`config.mk`:
```
export PLATFORM = sky130hd
export DESIGN_NAME = external_memory_bank_map
export DESIGN_NICKNAME = d
export VERILOG_FILES = /design/src/rtl/bank_timing_mem.v /design/src/rtl/external_memory_bank_map.v
export VERILOG_INCLUDE_DIRS = /design/src /design/src/rtl
export SDC_FILE = /design/constraint.sdc
export NUM_CORES = 1
export LEC_CHECK = 0
export BUFFER_PORTS_ARGS = -buffer_cell sky130_fd_sc_hd__buf_4
export CORE_MARGIN = 5
export CORE_UTILIZATION = 35
export CTS_CLUSTER_SIZE = 14
export DETAILED_ROUTE_END_ITERATION = 7
export SLEW_MARGIN = 0
export SYNTH_ARGS = -nofsm -noshare
export SYNTH_HDL_FRONTEND = slang
export SYNTH_SLANG_ARGS = --single-unit
```
`constraint.sdc`:
```
create_clock -name i_mclk -period 4.66 [get_ports i_mclk]
set_input_delay 0.233 -clock i_mclk [delete_from_list [all_inputs] [get_ports i_mclk]]
set_output_delay 0.233 -clock i_mclk [all_outputs]
set_load 0.03 [all_outputs]
```
`src/rtl/ext_bank_map.vh`:
```
`ifndef EXT_BANK_MAP_VH
`define EXT_BANK_MAP_VH
// Instruction fetch windows in bank 0 (word addresses)
`define NORM_FETCH_LO   32'h0020_0000
`define NORM_FETCH_HI   32'h005F_FFFF
`define SHORT_FETCH_LO  32'h0060_0000
`define SHORT_FETCH_HI  32'h00FF_FFFF
// Synchronous bank windows
`define SD_B0_LO        32'h0020_0000
`define SD_B0_HI        32'h03FF_FFFF
`define SD_BANK_SHIFT   26
// Asynchronous bank windows
`define AS_B0_LO        32'h0020_0000
`define AS_B0_HI        32'h007F_FFFF
`define AS_BN_MASK      32'h0380_0000
// Wait count width and extra buffer cycles
`define TIME_W          4
`define XBUF_EXTRA      4'h1
// Bank size codes: 4 MB << code, codes 0..6 legal
`define SIZE_MAX_CODE   3'h6
`define SIZE_4MB_WORDS  32'h0010_0000
// Fetch kinds
`define KIND_DATA       2'h0
`define KIND_NORM_FETCH 2'h1
`define KIND_SHORT_FETCH 2'h2
`endif

```
`src/rtl/bank_timing_mem.v`:
```
`include "ext_bank_map.vh"
// Per-bank timing store, four entries, registered read data
module bank_timing_mem
(
    // Clock
    input  wire                 i_mclk,
    // Write side
    input  wire                 i_we,
    input  wire [1:0]           i_waddr,
    input  wire [`TIME_W-1:0]   i_wdata,
    // Read side
    input  wire [1:0]           i_raddr,
    output reg  [`TIME_W-1:0]   o_rdata
);
    reg [`TIME_W-1:0] mem [0:3];    // One wait count per bank

    // Write and registered read
    always @(posedge i_mclk)
    begin
        if (i_we)
        begin
            mem[i_waddr] <= i_wdata;
        end
        o_rdata <= mem[i_raddr];
    end
endmodule // bank_timing_mem

```
`src/rtl/external_memory_bank_map.v`:
```
`include "ext_bank_map.vh"
module external_memory_bank_map
(
    // Clock and reset
    input  wire                 i_mclk,
    input  wire                 i_rst,
    // Memory side clock pin, sampled
    input  wire                 i_sdram_clk,
    // Configuration
    input  wire [3:0]           i_bank_is_sync,
    input  wire [11:0]          i_bank_size_code,
    input  wire                 i_ext_buffer_timing,
    input  wire                 i_compressed_instruction_mode,
    input  wire                 i_tim_we,
    input  wire [1:0]           i_tim_bank,
    input  wire [`TIME_W-1:0]   i_tim_wait,
    // Core request
    input  wire                 i_core_req,
    input  wire [31:0]          i_core_addr,
    input  wire                 i_core_fetch,
    output wire                 o_core_gnt,
    // DMA request
    input  wire                 i_dma_req,
    input  wire [31:0]          i_dma_addr,
    output wire                 o_dma_gnt,
    // Results
    output reg  [3:0]           o_bank_select_n,
    output reg                  o_busy,
    output reg                  o_done,
    output reg                  o_fault,
    output reg  [1:0]           o_kind,
    output reg  [1:0]           o_instr_per_fetch
);
    // ****************************************************
    // Decode functions
    // ****************************************************

    // Bank hit for a word address; returns one-hot bank bits
    function [3:0] bank_hit;
        input [31:0] a;
        input [3:0]  is_sync;
        input [11:0] size_code;
        integer      b;
        reg   [31:0] base;
        reg   [31:0] lim;
        reg   [31:0] lo;
        begin
            bank_hit = 4'h0;
            for (b = 0; b < 4; b = b + 1)
            begin
                base = b << `SD_BANK_SHIFT;
                if (is_sync[b])
                begin
                    lo  = (b == 0) ? `SD_B0_LO : base;
                    // Populated size in words from code
                    lim = base + (`SIZE_4MB_WORDS
                          << size_code[3*b +: 3]) - 32'h1;
                    if (lim > base + `SD_B0_HI)
                    begin
                        lim = base + `SD_B0_HI;
                    end
                    if (a >= lo && a <= lim)
                    begin
                        bank_hit[b] = 1'b1;
                    end
                end
                else
                begin
                    // Fixed async window, no remap
                    lo  = (b == 0) ? `AS_B0_LO : base;
                    lim = (b == 0) ? `AS_B0_HI
                                   : base + 32'h007F_FFFF;
                    if (a >= lo && a <= lim)
                    begin
                        bank_hit[b] = 1'b1;
                    end
                end
            end
        end
    endfunction

    // Fetch legality: bank zero windows only
    function [1:0] fetch_kind;
        input [31:0] a;
        begin
            if (a >= `NORM_FETCH_LO && a <= `NORM_FETCH_HI)
            begin
                fetch_kind = `KIND_NORM_FETCH;
            end
            else if (a >= `SHORT_FETCH_LO && a <= `SHORT_FETCH_HI)
            begin
                fetch_kind = `KIND_SHORT_FETCH;
            end
            else
            begin
                fetch_kind = `KIND_DATA;
            end
        end
    endfunction

    // One-hot bank bits to a bank index
    function [1:0] onehot_idx;
        input [3:0] h;
        begin
            onehot_idx = h[3] ? 2'h3 : h[2] ? 2'h2 :
                         h[1] ? 2'h1 : 2'h0;
        end
    endfunction

    // ****************************************************
    // Link clock sampling
    // ****************************************************

    reg [2:0] sclk_sync_r;      // Three-stage pin sampler
    reg       sclk_lvl_r;       // Filtered level
    wire      sclk_rise;        // One-cycle edge enable

    // Level changes only when stages two and three agree
    always @(posedge i_mclk)
    begin
        if (i_rst)
        begin
            sclk_sync_r <= 3'h0;
            sclk_lvl_r  <= 1'b0;
        end
        else
        begin
            sclk_sync_r <= {sclk_sync_r[1:0], i_sdram_clk};
            if (sclk_sync_r[1] == sclk_sync_r[2])
            begin
                sclk_lvl_r <= sclk_sync_r[2];
            end
        end
    end

    assign sclk_rise = (sclk_sync_r[1] == sclk_sync_r[2])
                       && sclk_sync_r[2] && !sclk_lvl_r;

    // ****************************************************
    // Arbitration
    // ****************************************************

    localparam ST_IDLE = 2'h0;
    localparam ST_LOAD = 2'h1;
    localparam ST_WAIT = 2'h2;
    localparam ST_DONE = 2'h3;

    reg  [1:0]          state_r;      // Cycle sequencer
    reg  [1:0]          state_nxt;
    reg                 last_dma_r;   // Round robin memory
    reg  [31:0]         addr_r;       // Latched address
    reg                 fetch_r;      // Latched fetch flag
    reg  [3:0]          hit_r;        // Latched bank hit
    reg  [`TIME_W-1:0]  wait_r;       // Remaining wait
    wire                pick_dma;
    wire [`TIME_W-1:0]  tim_rdata;
    wire [1:0]          bank_idx;
    wire [31:0]         win_addr;     // Address of the winner
    wire [3:0]          win_hit;      // Winner's decoded bank
    wire [1:0]          tim_raddr;    // Timing lookup index

    // Alternate grants when both ask, so neither starves
    assign pick_dma   = i_dma_req && (!i_core_req || !last_dma_r);
    assign o_core_gnt = (state_r == ST_IDLE) && i_core_req
                        && !pick_dma;
    assign o_dma_gnt  = (state_r == ST_IDLE) && pick_dma;

    // Winner decoded once, shared by the latch and the lookup
    assign win_addr = pick_dma ? i_dma_addr : i_core_addr;
    assign win_hit  = bank_hit(win_addr, i_bank_is_sync,
                               i_bank_size_code);
    assign bank_idx = onehot_idx(hit_r);
    // Store reads a cycle late: address it at the grant so
    // the load cycle sees this bank's count, not the last one
    assign tim_raddr = (state_r == ST_IDLE) ? onehot_idx(win_hit)
                                            : bank_idx;

    // Per-bank timing store, one entry per bank
    bank_timing_mem u_tim
    (
        .i_mclk  (i_mclk),
        .i_we    (i_tim_we),
        .i_waddr (i_tim_bank),
        .i_wdata (i_tim_wait),
        .i_raddr (tim_raddr),
        .o_rdata (tim_rdata)
    );

    // ****************************************************
    // Sequencer
    // ****************************************************

    // Next state
    always @*
    begin
        state_nxt = state_r;
        case (state_r)
            ST_IDLE:
            begin
                if (o_core_gnt || o_dma_gnt)
                begin
                    state_nxt = ST_LOAD;
                end
            end
            ST_LOAD:
            begin
                // Unmapped or illegal fetch ends at once
                if (hit_r == 4'h0 ||
                    (fetch_r && fetch_kind(addr_r) == `KIND_DATA))
                begin
                    state_nxt = ST_DONE;
                end
                else
                begin
                    state_nxt = ST_WAIT;
                end
            end
            ST_WAIT:
            begin
                if (wait_r == {`TIME_W{1'b0}} &&
                    (!hit_r[bank_idx] || sclk_rise ||
                     !i_bank_is_sync[bank_idx]))
                begin
                    state_nxt = ST_DONE;
                end
            end
            default:
            begin
                state_nxt = ST_IDLE;
            end
        endcase
    end

    // Registers and outputs
    always @(posedge i_mclk)
    begin
        if (i_rst)
        begin
            state_r           <= ST_IDLE;
            last_dma_r        <= 1'b0;
            addr_r            <= 32'h0;
            fetch_r           <= 1'b0;
            hit_r             <= 4'h0;
            wait_r            <= {`TIME_W{1'b0}};
            o_bank_select_n   <= 4'hF;
            o_busy            <= 1'b0;
            o_done            <= 1'b0;
            o_fault           <= 1'b0;
            o_kind            <= `KIND_DATA;
            o_instr_per_fetch <= 2'h0;
        end
        else
        begin
            state_r <= state_nxt;
            o_done  <= 1'b0;
            case (state_r)
                ST_IDLE:
                begin
                    if (o_core_gnt || o_dma_gnt)
                    begin
                        // Latch winner and decode its bank
                        addr_r     <= win_addr;
                        fetch_r    <= !pick_dma && i_core_fetch;
                        last_dma_r <= pick_dma;
                        hit_r      <= win_hit;
                        o_busy     <= 1'b1;
                        o_fault    <= 1'b0;
                    end
                end
                ST_LOAD:
                begin
                    if (state_nxt == ST_DONE)
                    begin
                        o_fault <= 1'b1;
                    end
                    else
                    begin
                        // Only the decoded bank goes low
                        o_bank_select_n <= ~hit_r;
                        // Buffered option adds a cycle
                        wait_r <= tim_rdata + (i_ext_buffer_timing
                                  ? `XBUF_EXTRA : {`TIME_W{1'b0}});
                        o_kind <= fetch_r ? fetch_kind(addr_r)
                                          : `KIND_DATA;
                        // Short code packs three per 48-bit fetch
                        o_instr_per_fetch <= !fetch_r ? 2'h0 :
                            (fetch_kind(addr_r) == `KIND_SHORT_FETCH
                             && i_compressed_instruction_mode)
                            ? 2'h3 : 2'h1;
                    end
                end
                ST_WAIT:
                begin
                    if (wait_r != {`TIME_W{1'b0}})
                    begin
                        wait_r <= wait_r - {{(`TIME_W-1){1'b0}}, 1'b1};
                    end
                end
                default:
                begin
                    o_bank_select_n <= 4'hF;
                    o_busy          <= 1'b0;
                    o_done          <= 1'b1;
                end
            endcase
        end
    end
endmodule // external_memory_bank_map

```
* Yosys cells after proc, flatten, opt, wreduce, memory -nomap -nowiden
Memories as Yosys holds them, arrays and structs flattened. A register that Yosys moved wholly into a read port is not among the register bits. Index checks and enable logic that the tools add are counted.
Storage, ports and cells: memory bits (writable) 16, memories 1, input bits 95, register bits 59, logic and storage cells 168
Memory list:
- u_tim.mem | depth 4, width 4, read ports 1, clocked after Yosys merged registers in 1, write ports 1, line bank_timing_mem.v:15 | reg [`TIME_W-1:0] mem [0:3];
Operators by class: equal/unequal tests 9, add/sub/neg operators 9, bitwise logic cells 4, reductions and logical operators 47, $lt $le $gt $ge 21, multiplexer cells 59, shift-type cells 4
Operators with widths (number):
- $mux 32 | 9
- $le 32x32->1 | 4
- $shl 21x3->32 const A | 4
- $sub 32x1->32 const B | 4
- $add 28x32->32 const A | 2
- $ge 32x22->1 const B | 2
- $ge 32x28->1 const B | 2
- $gt 32x28->1 const B | 2
- $le 32x23->1 const B | 2
- $le 32x28->1 const B | 2
- $add 27x32->32 const A | 1
- $ge 32x23->1 const B | 1
- $ge 32x27->1 const B | 1
- $gt 32x26->1 const B | 1
- $gt 32x27->1 const B | 1
- $le 32x24->1 const B | 1
- $le 32x27->1 const B | 1
- $mux 2 | 16
- $mux 1 | 24
- $logic_and 1x1->1 | 20
- $pmux 4 s2 | 2
- $mux 4 | 3
- $logic_not 4->1 | 2
- $reduce_and 2->1 | 4
- 21 further kinds | 42

* Logic depth before layout (Yosys ltp)
Gate-level depths: netlist of run 1.
depth after elaboration 19, mapped depth 17, gate-level depth less buffers 16

* Cells and area by module
Synthesis of run 1 repeated with hierarchy kept, for this count alone.
Unflattened totals: cells, all modules 503, area total of the unflattened synthesis 4357.9 µm²
By module, submodules not included:
- external_memory_bank_map | area each 3661.0 µm², sequential area each 760.7 µm², times used 1, cells each 475
- bank_timing_mem | area each 696.9 µm², sequential area each 560.5 µm², times used 1, cells each 28

* Worst setup path before layout of run 1
No wires, ideal clock.
path kind input to register, start input i_bank_size_code[3], end register u_tim.o_rdata[0], read port of u_tim.mem, arrival time 2982 ps, library setup time 136 ps, cell stages on the path 17, path buffers 2, path slack 1542 ps, cells stage by stage clkbuf_1 -> or3_1 -> ha_1 -> clkbuf_1 -> nand2_1 -> mux2i_1 -> o21ai_0 -> o21ai_0 -> ha_1 -> a21o_1 -> a21o_1 -> a21o_1 -> a221oi_1 -> o2111ai_1 -> a21oi_1 -> o32ai_2 -> mux2i_1
On the way: word-level cells in the longest chain between the ends 14
Ends and longest elaborated chain:
- start: declaration | line external_memory_bank_map.v:11 | input wire [11:0] i_bank_size_code,
- $shl 21x3->32 (no source line) *
- $add 27x32->32 * | line external_memory_bank_map.v:56 | lim = base + (`SIZE_4MB_WORDS
- $sub 32x1->32 * | line external_memory_bank_map.v:56
- $gt 32x27->1 (no source line)
- $mux 32 * | line external_memory_bank_map.v:58 | if (lim > base + `SD_B0_HI)
- $mux 32 * | line external_memory_bank_map.v:52 | if (is_sync[b])
- $le 32x32->1 * | line external_memory_bank_map.v:62 | if (a >= lo && a <= lim)
- $logic_and 1x1->1 * | line external_memory_bank_map.v:62
- $mux 1 * | line external_memory_bank_map.v:62
- $mux 1 * | line external_memory_bank_map.v:52
- $mux 1 * | line external_memory_bank_map.v:106 | h[1] ? 2'h1 : 2'h0;
- $mux 2 * (2 in a row) | line external_memory_bank_map.v:105 | onehot_idx = h[3] ? 2'h3 : h[2] ? 2'h2 :
- $mux 2 * | line external_memory_bank_map.v:175 | assign tim_raddr = (state_r == ST_IDLE) ? onehot_idx(win_hit)
- end: declaration | line bank_timing_mem.v:13 | output reg [`TIME_W-1:0] o_rdata
Every way passes the cells marked *; elsewhere a longest branch is shown, timed or not. The select of a mux whose other input is x is not followed. A chain may end at the register's enable or synchronous reset.

* Worst setup path in the final report of run 1
start register last_dma_r, end register u_tim.o_rdata[0], read port of u_tim.mem
On the way: word-level cells in the longest chain between the ends 12
Ends and longest elaborated chain:
- start: declaration | line external_memory_bank_map.v:150 | reg last_dma_r;
- start signal: assignment | line external_memory_bank_map.v:264 | last_dma_r <= pick_dma;
- $logic_not 1->1 * | line external_memory_bank_map.v:163 | assign pick_dma = i_dma_req && (!i_core_req || !last_dma_r);
- $logic_or 1x1->1 * | line external_memory_bank_map.v:163
- $logic_and 1x1->1 * | line external_memory_bank_map.v:163
- $mux 32 * | line external_memory_bank_map.v:169 | assign win_addr = pick_dma ? i_dma_addr : i_core_addr;
- named net win_addr[22] | line external_memory_bank_map.v:158 | wire [31:0] win_addr;
- $ge 32x27->1, or another cell as far along | line external_memory_bank_map.v:62, external_memory_bank_map.v:73
- $logic_and 1x1->1 (on tied branches) | line external_memory_bank_map.v:73, external_memory_bank_map.v:62
- $mux 1 (on tied branches) | line external_memory_bank_map.v:73, external_memory_bank_map.v:62
- $mux 1 | line external_memory_bank_map.v:52
- $mux 1 | line external_memory_bank_map.v:106
- $mux 2 | line external_memory_bank_map.v:105
- $mux 2 * | line external_memory_bank_map.v:105
- $mux 2 * | line external_memory_bank_map.v:175
Mark *: on every way through the listed nets, which the timed path passes. The rest lies on a longest branch.

==> results of run 1 <==
layer usage:
metal,global-route usage (%),up-vias
li1,-,2046
met1,18.8,1859
met2,29.1,112
met3,4.10,17
met4,4.87,0
met5,0,-
kinds of logic (layout without fill, tap and decap cells):
family / after synthesis / in the layout / share of synthesized area (%)
simple gates: 224 / 224 / 25.6
compound gates: 105 / 105 / 17.6
flops: 58 / 58 / 31.2
fa+ha+maj: 51 / 51 / 15.0
buf+inv: 43 / 146 / 4.01
mux: 24 / 24 / 5.75
xor+xnor: 3 / 3 / 0.620
other cells: 2 / 12 / 0.177
flip-flops by register name, indices dropped and copies added (netlist names), 2 cells and up:
name	count
o_instr_per_fetch	2
hit_r	4
addr_r	11
sclk_sync_r	3
state_r	2
u_tim.o_rdata	4
o_kind	2
wait_r	4
o_bank_select_n	4
u_tim.mem	16
area by class of cell:
type | instances | area share, %
multi-input cells | 419 | 51.0
flip-flops and latches | 58 | 24.2
repair buffers | 111 | 15.3
clock buffers | 10 | 4.19
well taps | 147 | 3.37
inverters | 19 | 1.31
clock inverters | 6 | 0.619
how the worst min path moves through the flow:
stage	cells after the start	startpoint	endpoint
2_1_floorplan	0	i_tim_wait[0]	u_tim.mem[0][0]$_DFFE_PP_
3_3_place_gp	1	sclk_sync_r[0]$_SDFF_PP0_	sclk_sync_r[1]$_SDFF_PP0_
3_5_place_dp	1	i_tim_wait[0]	u_tim.mem[1][0]$_DFFE_PP_
4_1_cts	1	i_tim_wait[0]	u_tim.mem[1][0]$_DFFE_PP_
5_1_grt	1	i_tim_wait[0]	u_tim.mem[0][0]$_DFFE_PP_
6_report	1	i_tim_wait[0]	u_tim.mem[1][0]$_DFFE_PP_
power by group through the flow:
stage	registers (uW)	logic [uW]	clock network, uW
final	695	995	568
after CTS	695	1010	585
after detailed placement	705	1000	0
after global placement	700	974	0
after global routing	710	1130	610
after floorplan	701	725	0
Yosys cell counts (2+ instances only):
| cell type | number | share of area (%) |
|---|---|---|
| o21a_1 | 3 | 0.53 |
| nand4_1 | 17 | 2.5 |
| or4_1 | 3 | 0.53 |
| o21bai_1 | 2 | 0.35 |
| nor2_1 | 58 | 5.1 |
| nand2_1 | 63 | 5.6 |
| a22oi_1 | 3 | 0.53 |
| a31oi_1 | 3 | 0.44 |
| o21ai_0 | 15 | 1.8 |
| nor3b_1 | 3 | 0.53 |
| conb_1 | 2 | 0.18 |
| nor4_1 | 3 | 0.44 |
| nand3_1 | 10 | 1.2 |
| and2_1 | 5 | 0.74 |
| clkbuf_1 | 20 | 1.8 |
| nor2b_1 | 16 | 2.4 |
| edfxtp_1 | 16 | 11 |
| a21bo_2 | 2 | 0.47 |
| a211oi_1 | 7 | 1.2 |
| o32ai_2 | 2 | 0.77 |
| o2111ai_1 | 2 | 0.41 |
| nor3_1 | 20 | 2.4 |
| a221oi_1 | 3 | 0.62 |
| a31o_2 | 2 | 0.41 |
| o31ai_1 | 2 | 0.35 |
| a21o_1 | 14 | 2.5 |
| o221ai_1 | 2 | 0.41 |
| or2_2 | 2 | 0.30 |
| dfxtp_1 | 42 | 20 |
| a21oi_1 | 27 | 3.2 |
| and3_1 | 2 | 0.30 |
| buf_1 | 2 | 0.18 |
| or3_1 | 7 | 1.0 |
| inv_1 | 19 | 1.7 |
| nand2b_1 | 9 | 1.3 |
| mux2i_1 | 23 | 5.4 |
| ha_1 | 51 | 15 |
| xor2_1 | 2 | 0.41 |
through the flow:
stage	hold WS, ns	instances	worst slack, ns
floorplan	0.332	520	1.54
global placement	0.421	754	1.06
detailed placement	0.439	754	0.963
CTS	0.100	770	1.02
global route	0.105	770	0.722
finish	0.110	770	1.02
==> flow_metrics.env, run 1 <==
export IMPL_insertion_delay_ns=0.32
export IMPL_setup_tns_ns=0
export IMPL_end_kind="flip-flop"
export IMPL_core_area_sq_mm=0.0120
export IMPL_wire_per_inst_um=14.8
export IMPL_timing_critical_path_mode_cell="mux2i_1"
export IMPL_crit_chain="a21boi_2 > buf_4 > mux2i_1 > inv_1 > ha_1 > o21ai_0 > o21ai_0 > o2111a_1 > o221ai_1 > a21bo_2 > o32ai_2 > mux2i_1 > mux2i_1"
export IMPL_routabilityCongestion=0.877
export IMPL_switching_share_pct=37.2
export IMPL_hold_violations=0
export IMPL_final_util_pct=45.6
export IMPL_p_clk_share_pct=25.2
export IMPL_drt_pass1_iter_count=4
export IMPL_cts_buffers=9
export IMPL_ys_ff_latch=58
export IMPL_die_h_um=120
export IMPL_required_ns=4.85
export IMPL_p_int_uw=1420
export IMPL_fin_crit_sh_pct=78.0
export IMPL_drive_gt1_share_pct=22.6
export IMPL_cellLeakagePower_uw=0.00252
export IMPL_crit_buf_inv=2
export IMPL_die_area_sq_mm=0.0144
export IMPL_grt_pass1_vias=4109
export IMPL_route_met3_wl_um=731
export IMPL_rrSetupSlack_ns=1.02
export IMPL_placed_area_sq_mm=0.00520
export IMPL_drv_cap=0
export IMPL_htree_levels=3
export IMPL_rows=40
export IMPL_yosysWarnings=0
export IMPL_avgSynthCellArea_sq_um=8.31
export IMPL_hp_class="in -> reg"
export IMPL_drcViolationCount=0
export IMPL_peakVddDrop_mv=0.170
export IMPL_grt_pass1_wl_um=18800
export IMPL_syn_instance_count=510
export IMPL_overflow=0
export IMPL_cp_depth=13
export IMPL_cts_sinks=58
export IMPL_r2r_end="u_tim.o_rdata[0]$_DFF_P_"
export IMPL_grt_max_degree=40
export IMPL_antenna_found_initial=0
export IMPL_powerDensity_mw_per_mm2=414
export IMPL_cts_root_buffer="clkbuf_16"
export IMPL_crit_arrival_ns=3.83
export IMPL_synthArstFlopShare_pct=0
export IMPL_yosysSeqAreaShare_pct=31.2
export IMPL_drt_met1_wl_um=4940
export IMPL_hpwlAfterDp_um=9370
export IMPL_cts_hold_buf=0
export IMPL_combPwrFrac_pct=44.1
export IMPL_synth_ff_type="dfxtp_1"
export IMPL_r2r_start="last_dma_r$_SDFFE_PP0P_"
export IMPL_synth_cell_area_sq_mm=0.00424
export IMPL_setup_viol=0
export IMPL_rsz0062_at_grt="false"
export IMPL_cts_tree="done"
export IMPL_final_cell_mix="111 x buf_4, 63 x nand2_1, 58 x nor2_1, 51 x ha_1, 42 x dfxtp_1"
export IMPL_drt_first_iter_violations=201
export IMPL_worstMarginPinSlew_ns=0.813
export IMPL_grtUsageTotal_pct=16.2
export IMPL_initial_core_util_pct=35.4
export IMPL_num_antenna_cells=0
export IMPL_crit_path_top_delay_cell="mux2i_1"
export IMPL_antenna_left=0
export IMPL_p_seq_share_pct=30.8
export IMPL_outcome="finished, final reports clean"
export IMPL_max_freq_mhz=275
export IMPL_path_class="reg -> reg"
export IMPL_nFillCells=1225
export IMPL_port_buffers=107
export IMPL_nets=764
export IMPL_final_common_cell="buf_4"
export IMPL_crit_start="last_dma_r$_SDFFE_PP0P_"
export IMPL_die_width_um=120
export IMPL_register_area_sq_mm=0.00132
export IMPL_synth_edf_count=16
export IMPL_period_minus_slack_ns=3.64
export IMPL_vias=4034
export IMPL_slew_viol_final=0
export IMPL_multiInputGateArea_sq_mm=0.00279
export IMPL_io_pins=108
export IMPL_crit_path_end="u_tim.o_rdata[0]$_DFF_P_"
export IMPL_critical_path_startpoint_type="flip-flop"
export IMPL_reg2reg_depth=13
export IMPL_clockBufferDepth=2
export IMPL_met2_wirelength_um=5520
export IMPL_power_switching_uw=839
export IMPL_slew_headroom_pct=45.8
export IMPL_fin_area_sq_mm=0.00546
export IMPL_slowest_delay_ns=0.46
export IMPL_finalPower_uw=2260
export IMPL_clkTransAtPathRegs_ns=0.05
export IMPL_clock_skew_ns=0.00395
export IMPL_viasPerCell=5.24
export IMPL_synth_distinct_cells=64
export IMPL_post_cts_buffers=0
export IMPL_area_delta_synth_final_pct=28.7
export IMPL_cts_resized=0
export IMPL_top_layer="met4"
export IMPL_cp_top_family="compound AO/OA/AOI/OAI gates"
export IMPL_wl_um=11400
export IMPL_worstPathMaxFanout=19
(Power assumes the default switching activity.)
==> inputs of run 2 (changes only) <==
ABC_AREA = 1   (was not set)
clock period = 3.05 ns   (was 4.66 ns; I/O delays follow)
==> run 2 against run 1 <==
- clock skew up 0.0037 ns
- cell area up 7.6%
- critical path type unchanged
- non-clock buffer count up 6
- power up 70%
- final cell count up 26%
- routed wire length up 6.7%
==> flow_metrics.env, run 2 <==
export IMPL_grt_pass1_wl_um=19900
export IMPL_peakVddDrop_mv=0.360
export IMPL_synth_most_common_cell="nand2_1"
export IMPL_drive_gt1_share_pct=19.7
export IMPL_period_minus_slack_ns=2.84
export IMPL_hpwlAfterDp_um=9970
export IMPL_core_area_sq_mm=0.0127
export IMPL_rsz0062_at_grt="false"
export IMPL_antenna_left=0
export IMPL_grt_pass1_vias=4355
export IMPL_combPwrFrac_pct=46.1
export IMPL_viasPerCell=4.81
export IMPL_overflow=0
export IMPL_drcViolationCount=0
export IMPL_switching_share_pct=40.1
export IMPL_drt_pass1_iter_count=5
export IMPL_powerDensity_mw_per_mm2=653
export IMPL_cts_hold_buf=0
export IMPL_cts_tree="done"
export IMPL_wl_um=12100
export IMPL_cellLeakagePower_uw=0.00296
export IMPL_cts_root_buffer="clkbuf_16"
export IMPL_final_common_cell="nand2_1"
export IMPL_drv_cap=0
export IMPL_outcome="finished, final reports clean"
export IMPL_vias=4649
export IMPL_io_pins=108
export IMPL_largest_registers="u_tim.mem (16), addr_r (11)"
export IMPL_insertion_delay_ns=0.32
export IMPL_final_util_pct=46.4
export IMPL_crit_path_top_delay_cell="dfxtp_1"
export IMPL_slew_headroom_pct=57.4
export IMPL_crit_arrival_ns=3.06
export IMPL_crit_chain="nand2_2 > nand2_2 > inv_2 > or2_2 > o21ai_0 > inv_1 > ha_1 > a21oi_1 > o21ai_0 > nand2_1 > o211ai_1 > nand3_1 > a21oi_2 > buf_4 > nand2_4 > nand2_4 > nand2_1 > nand3_1 > nand2_1"
export IMPL_worstPathMaxFanout=9
export IMPL_cts_sinks=58
export IMPL_drt_first_iter_violations=183
export IMPL_slew_viol_final=0
export IMPL_grt_max_degree=49
export IMPL_cp_top_family="simple AND/OR/NAND/NOR gates"
export IMPL_final_cell_mix="151 x nand2_1, 116 x buf_4, 92 x inv_1, 60 x nor2_1, 55 x a21oi_1"
export IMPL_synth_top_area_cell="dfxtp_1"
export IMPL_grtUsageTotal_pct=16.1
export IMPL_synth_ff_type="dfxtp_1"
export IMPL_synthArstFlopShare_pct=0
export IMPL_setup_tns_ns=0
export IMPL_power_switching_uw=1540
export IMPL_cts_buffers=9
export IMPL_synth_top_cell_area_share_pct=18.5
export IMPL_htree_levels=3
export IMPL_critical_path_startpoint_type="flip-flop"
export IMPL_setup_viol=0
export IMPL_p_seq_share_pct=28.0
export IMPL_timing_critical_path_mode_cell="nand2_1"
export IMPL_slowest_delay_ns=0.34
export IMPL_synthTopCellsByCount="151 x nand2_1, 92 x inv_1, 60 x nor2_1, 55 x a21oi_1, 53 x nand3_1"
export IMPL_initial_core_util_pct=35.9
export IMPL_avgSynthCellArea_sq_um=6.74
export IMPL_antenna_found_initial=0
export IMPL_top_register="u_tim.mem"
export IMPL_path_class="reg -> reg"
export IMPL_die_h_um=124
export IMPL_worstMarginPinSlew_ns=0.635
export IMPL_die_area_sq_mm=0.0154
export IMPL_clockBufferDepth=2
export IMPL_fin_crit_sh_pct=93.2
export IMPL_synth_distinct_cells=39
export IMPL_worst_slack_ns=0.206
export IMPL_area_delta_synth_final_pct=29.3
export IMPL_largest_reg_flops=16
export IMPL_crit_buf_inv=3
export IMPL_synth_edf_count=16
export IMPL_p_clk_share_pct=25.9
export IMPL_max_freq_mhz=352
export IMPL_required_ns=3.27
export IMPL_synth_cell_area_sq_mm=0.00454
export IMPL_hold_violations=0
export IMPL_hp_class="in -> reg"
export IMPL_clkTransAtPathRegs_ns=0.05
export IMPL_ys_ff_latch=58
export IMPL_yosysWarnings=0
export IMPL_rows=41
export IMPL_port_buffers=107
export IMPL_die_width_um=124
export IMPL_pre_cts_ws_ns=0.175
export IMPL_clock_skew_ns=0.00763
export IMPL_syn_instance_count=674
export IMPL_routabilityCongestion=0.822
export IMPL_p_int_uw=2300
export IMPL_wire_per_inst_um=12.6
export IMPL_yosysSeqAreaShare_pct=29.1
export IMPL_end_kind="flip-flop"
export IMPL_synth_area_top_cells="dfxtp_1 19%, ha_1 14%, nand2_1 12%"
export IMPL_num_antenna_cells=0
export IMPL_finalHoldWorstSlack_ns=0.0330
export IMPL_nets=937
-- run 2: worst paths after layout --
kind,from,endpoint,slack (ns),depth (start not counted)
setup / recovery,last_dma_r$_SDFFE_PP0P_,u_tim.o_rdata[0]$_DFF_P_,0.21,19
hold / removal,i_tim_wait[1],u_tim.mem[0][1]$_DFFE_PP_,0.03,1
setup reg to reg,last_dma_r$_SDFFE_PP0P_,u_tim.o_rdata[0]$_DFF_P_,0.21,19
hold reg to reg,sclk_sync_r[0]$_SDFF_PP0_,sclk_sync_r[1]$_SDFF_PP0_,0.42,2
-- run 2: power by group through the flow --
stage          clock (uW)  combinational (uW)  sequential (uW)
2_1_floorplan           0                1240             1110
3_3_place_gp            0                1700             1080
3_5_place_dp            0                1730             1090
4_1_cts              1010                1740             1070
5_1_grt              1050                2020             1090
6_report              992                1770             1080
-- run 2: kinds of logic (layout without fill, tap and decap cells) --
kind of cell    Yosys count  after routing  synth area share, %
simple gates            307            307                 29.3
compound gates          134            134                 16.1
buf+inv                 117            228                 10.3
flops                    58             58                 29.1
fa+ha+maj                51             51                 14.0
xor+xnor                  5              5                0.964
other cells               2             12                0.165
-- run 2: stage by stage --
step	instance area [sq um]	cells	power, uW
6_report	5880	967	3840
2_1_floorplan	4580	684	2340
3_5_place_dp	5560	949	2820
3_3_place_gp	5560	949	2780
5_1_grt	5880	967	4160
4_1_cts	5850	964	3830
-- run 2: metal layers --
| metal | track usage [%] | vias up | wire (um) | share of wire (%) |
|---|---|---|---|---|
| li1 | - | 2446 | - | - |
| met1 | 23.0 | 2073 | 5870 | 48 |
| met2 | 25.5 | 118 | 5430 | 45 |
| met3 | 3.36 | 12 | 735 | 6.0 |
| met4 | 2.81 | 0 | 118 | 0.97 |
| met5 | 0 | - | 0 | 0 |
-- run 2: final cells by class --
| type | instances | area, sq um |
|---|---|---|
| fill | 1288 | 6800 |
| multi-input combinational | 509 | 2790 |
| sequential | 58 | 1320 |
| timing repair buffer | 117 | 891 |
| inverter | 96 | 360 |
| clock buffer | 12 | 256 |
| tap | 172 | 215 |
| clock inverter | 3 | 40.0 |
-- run 2: repair_timing --
action | CTS | global route
endpoints found under the setup margin | 0 | 4
gates resized for setup | 0 | 0
buffers inserted | 0 | 3
